`src/rtl/tsim_defines.vh`:
```
// Register offsets, field positions and reset values of the channel
// status and interrupt block. Assumes a 32-bit Avalon-MM word bus.
`ifndef TSIM_DEFINES_VH
`define TSIM_DEFINES_VH

`define TSIM_ADDR_W 4
`define TSIM_OFF_STATUS 4'h0
`define TSIM_OFF_IEN_SET 4'h4
`define TSIM_OFF_IEN_CLR 4'h8
`define TSIM_OFF_MASK 4'hc
`define TSIM_OFF_MODE 4'h0

`define TSIM_EV_OVF 0
`define TSIM_EV_LOVR 1
`define TSIM_EV_CPA 2
`define TSIM_EV_CPB 3
`define TSIM_EV_CPC 4
`define TSIM_EV_LDA 5
`define TSIM_EV_LDB 6
`define TSIM_EV_ETRG 7
`define TSIM_NEV 8

`define TSIM_ST_CLK 16
`define TSIM_ST_PINA 17
`define TSIM_ST_PINB 18

`define TSIM_WAVE_ONLY 8'h0c
`define TSIM_CAPT_ONLY 8'h62
`define TSIM_RST_FLAGS 8'h00
`define TSIM_RST_MASK 8'h00
`define TSIM_RST_DATA 32'h0000_0000

`endif

```
`src/rtl/tsim_flag.v`:
```
// One sticky event flag with clear-on-read.
// Assumes set and read-clear pulses synchronous to clk.
`timescale 1ns/1ps
module tsim_flag (
    input wire clk,
    input wire rstn,
    input wire set_en,
    input wire rd_clr,
    output reg flag_r
);
    always @(posedge clk or negedge rstn) begin
        if (!rstn) begin
            flag_r <= 1'b0;
        end else if (set_en) begin
            // Set wins over a read in the same cycle
            flag_r <= 1'b1;
        end else if (rd_clr) begin
            flag_r <= 1'b0;
        end
    end
endmodule

```
`src/rtl/tsim_mask.v`:
```
// Interrupt mask with write-one-to-set and write-one-to-clear ports.
// Assumes single-cycle write strobes from the bus slave.
`timescale 1ns/1ps
`include "tsim_defines.vh"
module tsim_mask (
    input wire clk,
    input wire rstn,
    input wire set_we,
    input wire clr_we,
    input wire [7:0] wdata,
    output reg [7:0] mask_r
);
    reg [7:0] mask_nxt;

    always @* begin
        mask_nxt = mask_r;
        if (set_we) begin
            mask_nxt = mask_nxt | wdata;
        end
        if (clr_we) begin
            mask_nxt = mask_nxt & ~wdata;
        end
    end

    always @(posedge clk or negedge rstn) begin
        if (!rstn) begin
            mask_r <= `TSIM_RST_MASK;
        end else begin
            mask_r <= mask_nxt;
        end
    end
endmodule

```
`src/rtl/tsim_top.v`:
```
// Status, interrupt mask and interrupt line of one timer channel.
// Assumes event pulses from the counter datapath, synchronous to clk.
// How it works
// - B compare flag, waveform mode only
// - C compare flag in both modes
// - A load flag, capture mode only
// - B load flag, capture mode only
// - External trigger flag, cleared on read
// - Clock status bit shows counter clock
// - Pin A mirror: sampled or driven level
// - Pin B mirror: sampled or driven level
// - Enable write of one sets mask
// - Disable write of one clears mask
// - Disable bits not qualified by mode
// - Mask register reads enable state
// - Mode bit one means waveform
// - Overflow flag held until status read
// - Load overrun flag in capture mode
// - A compare flag, waveform mode only
//
// Design decisions made here: the Avalon-MM interface to the registers and the register addresses.
`timescale 1ns/1ps
`include "tsim_defines.vh"
module tsim_top (
    input wire clk,
    input wire rstn,
    input wire [3:0] avs_address,
    input wire avs_read,
    input wire avs_write,
    input wire [31:0] avs_writedata,
    input wire [3:0] avs_byteenable,
    output reg [31:0] avs_readdata,
    output reg avs_waitrequest,
    input wire wave_mode,
    input wire clk_enabled,
    input wire wave_pin_a_in,
    input wire wave_pin_b_in,
    input wire wave_pin_a_drv,
    input wire wave_pin_b_drv,
    input wire ev_overflow,
    input wire ev_a_compare,
    input wire ev_b_compare,
    input wire ev_c_compare,
    input wire ev_a_load,
    input wire ev_b_load,
    input wire ev_ext_trigger,
    input wire ev_reg_a_read,
    input wire ev_reg_b_read,
    output reg irq
);
    // Event flags and mask, bit order as in the status word
    wire [7:0] flags;
    wire [7:0] mask;
    wire [3:0] sel;
    wire [7:0] keep;
    reg [7:0] ev_set;
    reg unread_a_r;
    reg unread_b_r;
    // Access decode and handshake
    reg bus_state_r;
    reg bus_state_nxt;
    reg [31:0] rdata_nxt;
    reg wait_nxt;
    reg irq_nxt;
    wire req;
    wire st_rd;
    wire ien_we;
    wire idr_we;

    // Bus handshake states
    localparam BUS_IDLE = 1'b0;
    localparam BUS_ACK = 1'b1;

    // Positions in the one-hot register select
    localparam SEL_STATUS = 0;
    localparam SEL_IEN_SET = 1;
    localparam SEL_IEN_CLR = 2;
    localparam SEL_MASK = 3;

    // Address decode shared by the write strobes and the read mux
    function [3:0] reg_sel;
        input [3:0] addr;
        begin
            case (addr)
                `TSIM_OFF_STATUS: begin
                    reg_sel = 4'h1;
                end
                `TSIM_OFF_IEN_SET: begin
                    reg_sel = 4'h2;
                end
                `TSIM_OFF_IEN_CLR: begin
                    reg_sel = 4'h4;
                end
                `TSIM_OFF_MASK: begin
                    reg_sel = 4'h8;
                end
                default: begin
                    reg_sel = 4'h0;
                end
            endcase
        end
    endfunction

    // Event bits that the given mode can report
    function [7:0] mode_keep;
        input wave;
        begin
            if (wave) begin
                mode_keep = ~`TSIM_CAPT_ONLY;
            end else begin
                mode_keep = ~`TSIM_WAVE_ONLY;
            end
        end
    endfunction

    // Pin mirror source: driven level in waveform mode, pin otherwise
    function pin_view;
        input wave;
        input drv;
        input smp;
        begin
            if (wave) begin
                pin_view = drv;
            end else begin
                pin_view = smp;
            end
        end
    endfunction

    assign sel = reg_sel(avs_address);

    assign keep = mode_keep(wave_mode);

    // One wait state: a request is taken on the first edge and answered
    // on the second; the idle edge after the answer keeps a request that
    // is still held from being taken twice
    always @* begin
        bus_state_nxt = bus_state_r;
        case (bus_state_r)
            BUS_IDLE: begin
                // Take the request on this edge
                if (avs_read | avs_write) begin
                    bus_state_nxt = BUS_ACK;
                end
            end
            BUS_ACK: begin
                // Answer stands; the next edge takes nothing
                bus_state_nxt = BUS_IDLE;
            end
            default: begin
                bus_state_nxt = BUS_IDLE;
            end
        endcase
    end

    assign req = (avs_read | avs_write) & (bus_state_r == BUS_IDLE);
    // A status read clears the flags at the edge that latches the word
    assign st_rd = req & avs_read & sel[SEL_STATUS];
    assign ien_we = req & avs_write & avs_byteenable[0] &
                    sel[SEL_IEN_SET];
    assign idr_we = req & avs_write & avs_byteenable[0] &
                    sel[SEL_IEN_CLR];

    always @* begin
        wait_nxt = ~req;
        // level interrupt
        // A stale flag of the other mode reads as zero, so it must not
        // hold the line up either
        irq_nxt = |(flags & mask & keep);
    end

    always @* begin
        ev_set = 8'h00;
        ev_set[`TSIM_EV_OVF] = ev_overflow;
        ev_set[`TSIM_EV_LOVR] = ~wave_mode &
            ((ev_a_load & unread_a_r) | (ev_b_load & unread_b_r));
        ev_set[`TSIM_EV_CPA] = wave_mode & ev_a_compare;
        ev_set[`TSIM_EV_CPB] = wave_mode & ev_b_compare;
        ev_set[`TSIM_EV_CPC] = ev_c_compare;
        ev_set[`TSIM_EV_LDA] = ~wave_mode & ev_a_load;
        ev_set[`TSIM_EV_LDB] = ~wave_mode & ev_b_load;
        ev_set[`TSIM_EV_ETRG] = ev_ext_trigger;
    end

    genvar gi;
    generate
        for (gi = 0; gi < `TSIM_NEV; gi = gi + 1) begin : g_flag
            tsim_flag u_flag (
                .clk(clk),
                .rstn(rstn),
                .set_en(ev_set[gi]),
                .rd_clr(st_rd),
                .flag_r(flags[gi])
            );
        end
    endgenerate

    // unqualified disable: a mask bit whose source is idle in
    // this mode is still cleared, since the flag cannot be set anyway
    tsim_mask u_mask (
        .clk(clk),
        .rstn(rstn),
        .set_we(ien_we),
        .clr_we(idr_we),
        .wdata(avs_writedata[7:0]),
        .mask_r(mask)
    );

    // Loads since the last read of the loaded register
    always @(posedge clk or negedge rstn) begin
        if (!rstn) begin
            unread_a_r <= 1'b0;
            unread_b_r <= 1'b0;
        end else begin
            if (ev_a_load) begin
                unread_a_r <= 1'b1;
            end else if (ev_reg_a_read) begin
                unread_a_r <= 1'b0;
            end
            if (ev_b_load) begin
                unread_b_r <= 1'b1;
            end else if (ev_reg_b_read) begin
                unread_b_r <= 1'b0;
            end
        end
    end

    always @* begin
        rdata_nxt = `TSIM_RST_DATA;
        case (sel)
            4'h1: begin
                // Mode gating hides flags of the other mode after a switch
                rdata_nxt[7:0] = flags & keep;
                rdata_nxt[`TSIM_ST_CLK] = clk_enabled;
                rdata_nxt[`TSIM_ST_PINA] = pin_view(wave_mode,
                    wave_pin_a_drv, wave_pin_a_in);
                rdata_nxt[`TSIM_ST_PINB] = pin_view(wave_mode,
                    wave_pin_b_drv, wave_pin_b_in);
            end
            4'h8: begin
                rdata_nxt[7:0] = mask;
            end
            default: begin
                // Write-only and unmapped offsets read as zero
                rdata_nxt = `TSIM_RST_DATA;
            end
        endcase
    end

    // Handshake state
    always @(posedge clk or negedge rstn) begin
        if (!rstn) begin
            bus_state_r <= BUS_IDLE;
        end else begin
            bus_state_r <= bus_state_nxt;
        end
    end

    // Waitrequest also stands high while idle, so a new request never
    // needs it to fall combinationally
    always @(posedge clk or negedge rstn) begin
        if (!rstn) begin
            avs_waitrequest <= 1'b1;
        end else begin
            avs_waitrequest <= wait_nxt;
        end
    end

    // Read data stand until the next read is taken
    always @(posedge clk or negedge rstn) begin
        if (!rstn) begin
            avs_readdata <= `TSIM_RST_DATA;
        end else if (req & avs_read) begin
            avs_readdata <= rdata_nxt;
        end
    end

    // Registered so the line never glitches toward the interrupt controller
    always @(posedge clk or negedge rstn) begin
        if (!rstn) begin
            irq <= 1'b0;
        end else begin
            irq <= irq_nxt;
        end
    end
endmodule

```
`config.mk`:
```
export PLATFORM = sky130hd
export DESIGN_NAME = tsim_top
export DESIGN_NICKNAME = d
export VERILOG_FILES = /design/src/rtl/tsim_flag.v /design/src/rtl/tsim_mask.v /design/src/rtl/tsim_top.v
export VERILOG_INCLUDE_DIRS = /design/src /design/src/rtl
export SDC_FILE = /design/constraint.sdc
export NUM_CORES = 1
export LEC_CHECK = 0
export ABC_AREA = 1
export BUFFER_PORTS_ARGS = -buffer_cell sky130_fd_sc_hd__buf_2
export CORE_UTILIZATION = 37
export DETAILED_ROUTE_END_ITERATION = 12
export PLACE_DENSITY = 0.71
export SLEW_MARGIN = 10
export SYNTH_ARGS = -nofsm -noshare
export SYNTH_HDL_FRONTEND = slang
export SYNTH_SLANG_ARGS = --single-unit
```
`constraint.sdc`:
```
create_clock -name clk -period 1.1 [get_ports clk]
set_input_delay 0.11 -clock clk [delete_from_list [all_inputs] [get_ports clk]]
set_output_delay 0.11 -clock clk [all_outputs]
set_load 0.02 [all_outputs]
```
==> results.ini <==
[outcome]
status=completed

[floorplan]
core_region_area_um2=4384
dieWidth_um=69.92
initial_core_util=0.3893
row_count=24
die_y_um=69.92
ios=93
dieArea_um2=4888

[logic_synthesis]
synthCells=212
yosysWarnings=0
synth-seq-cells=32
avgSynthCellArea_um2=8.050
synthesis.area_um2=1707
yosysUniqueCellTypes=21
synth_seq_area_share=0.4699

[global_route]
antenna_found_initial=0
track_usage=0.1590
grt_max_degree=18
grt-ovfl-total=0
grt_pass1_vias=1363
grt_pass1_wl_um=6092

[setup_path]
crit_arrival_ns=1.31
end_kind=flip-flop
rr_worst_depth=5
rrSetupSlack_ns=0.002
crit-reg2reg-launch=bus_state_r$_DFF_PN0_
cp_slowest_cell=dfrtp_1
cpPeakStageDelay_ns=0.38
crit_type=flip-flop to flip-flop
crit_fanout=8
critPathLaunchType=flip-flop
path_cells=inv_2 -> nand3_4 -> clkinvlp_4 -> nand3_1 -> a21oi_2
crit_required_ns=1.31
startpoint=bus_state_r$_DFF_PN0_

[cells_and_area]
stdcell_count=322
layout_commonest_cell=nand2_1
n_antenna_cell=0
final_cell_mix=55 x nand2_1, 44 x buf_2, 31 x dfrtp_1
drive_above_1_share=0.3074
fillCellCount=436
nets=328
stdcell_area_um2=2157
area_growth_pct=26.39

[cts]
cts_tree=done
post_cts_buffers=0
cts-buffers-inserted=5
clk_pin_slew_worst_paths_ns=0.07
clockRootBuffer=clkbuf_8
cts_buffer_depth=2
htreeDepth=2
insertion_delay_ns=0.28
clkSinkCount=32

[timing]
min_period_over_period=0.9985
skew_ns=0.006460
fin_crit_ns=1.098
setup_violations=0
finalHoldViolCount=0
rsz0062_at_grt=yes
slew_viol_final=0
max_freq_mhz=910.4

[flow_run]
drv_cap=0

[power]
power.total_w=0.003028
ir_drop_mv=0.6884
power_density_nw_per_um2=1404
leakagePower_nw=1.203

[route]
firstDrtPassIters=4
ant_nets=0
viasPerCell=4.553
via_count=1466
drtIter0Drc=48
drc_errors=0
drt-total-wl_um=3661
drt-wirelength-per-cell_um=11.37

[hold_path]
hold_class=input pin to flip-flop

[place]
place_area_um2=1948
gp_congestion=0.7783
dp_hpwl_um=2753
io_buffers=44
place_inst=312

-- cells in the mapped netlist --
library cell	n	area share
a21oi_1	10	0.029
buf_4	21	0.092
buf_6	3	0.020
conb_1	1	0.0022
dfrtp_1	31	0.45
dfstp_2	1	0.015
inv_1	27	0.059
inv_2	3	0.0066
nand2_1	55	0.12
nand2_2	1	0.0037
nand2_4	1	0.0066
nand3_1	25	0.073
nand3_4	1	0.010
nor2_1	11	0.024
nor2_2	1	0.0037
nor2_4	3	0.020
nor3_1	8	0.023
o211ai_1	1	0.0044
o21ai_0	3	0.0088
o21bai_1	4	0.018
o22ai_1	1	0.0037
-- power breakdown --
part	switching, W	internal (W)	total [W]	leakage (nW)
registers	0.0000519	0.00129	0.00134	0.353
clock network	0.000429	0.000672	0.00110	0.0552
logic	0.000387	0.000200	0.000587	0.794
total	0.000867	0.00216	0.00303	1.20
-- how the worst min path moves through the flow --
stage             startpoint                                   to  slack [ns]  cells after the start
2_1_floorplan           rstn           asynchronous set/reset pin       -0.19                      0
3_3_place_gp            rstn          avs_readdata[0]$_DFFE_PN0N_        0.06                      1
3_5_place_dp            rstn          avs_readdata[0]$_DFFE_PN0N_        0.06                      1
4_1_cts        ev_reg_a_read               unread_a_r$_DFFE_PN0P_       0.004                      2
5_1_grt         ev_c_compare  g_flag[4].u_flag.flag_r$_DFFE_PN0P_        0.02                      2
6_report       ev_reg_a_read               unread_a_r$_DFFE_PN0P_       0.009                      2
-- routing by layer --
layer	vias up	global-route usage	part of all wire
li1	736	-	-
met1	680	0.2002	0.44
met2	42	0.2585	0.49
met3	8	0.03608	0.049
met4	0	0.07556	0.016
met5	-	0	0
-- worst max-delay path, delay by kind of cell, from the launching register on --
family	cells	cell delay [ns]
DFF	1	0.38
and+or+nand+nor	2	0.22
AOI/OAI and AO/OA	1	0.15
buffers and inverters	2	0.27
-- cell families (layout without fill, tap and decap cells) --
logic type             Yosys count  after routing  synth area share
and+or+nand+nor                106            106            0.2859
buffers and inverters           54             92            0.1782
AOI/OAI and AO/OA               19             19           0.06379
other                            1             21          0.002197
DFF                             32             32            0.4699
-- per-stage QoR --
step	setup TNS (ns)	util	worst slack, ns	hold WS [ns]
3_5_place_dp	-0.02743	0.4443	-0.01863	0.06262
5_1_grt	-0.3693	0.4920	-0.08031	0.01661
3_3_place_gp	0	0.4443	0.02334	0.06112
4_1_cts	0	0.4763	0.008954	0.003973
6_report	0	0.4920	0.001628	0.008902
2_1_floorplan	0	-	0.04874	-0.1856
-- area by class of cell --
type                            count  area [um^2]  share of cell area
Multi-Input combinational cell    146        738.2              0.3422
Sequential cell                    32        802.0              0.3718
Timing Repair Buffer               54        327.8              0.1520
Clock buffer                        6        72.57             0.03364
Clock inverter                      2        35.03             0.01624
Tap cell                           52        65.06             0.03016
Inverter                           30        116.4             0.05394
-- repair_timing --
action,CTS,global route
hold buffers,2,0
hold endpoints to repair,16,0
resized for setup,3,15
setup endpoints to repair,9,10
No activity file was read; power rests on OpenSTA's default activity.
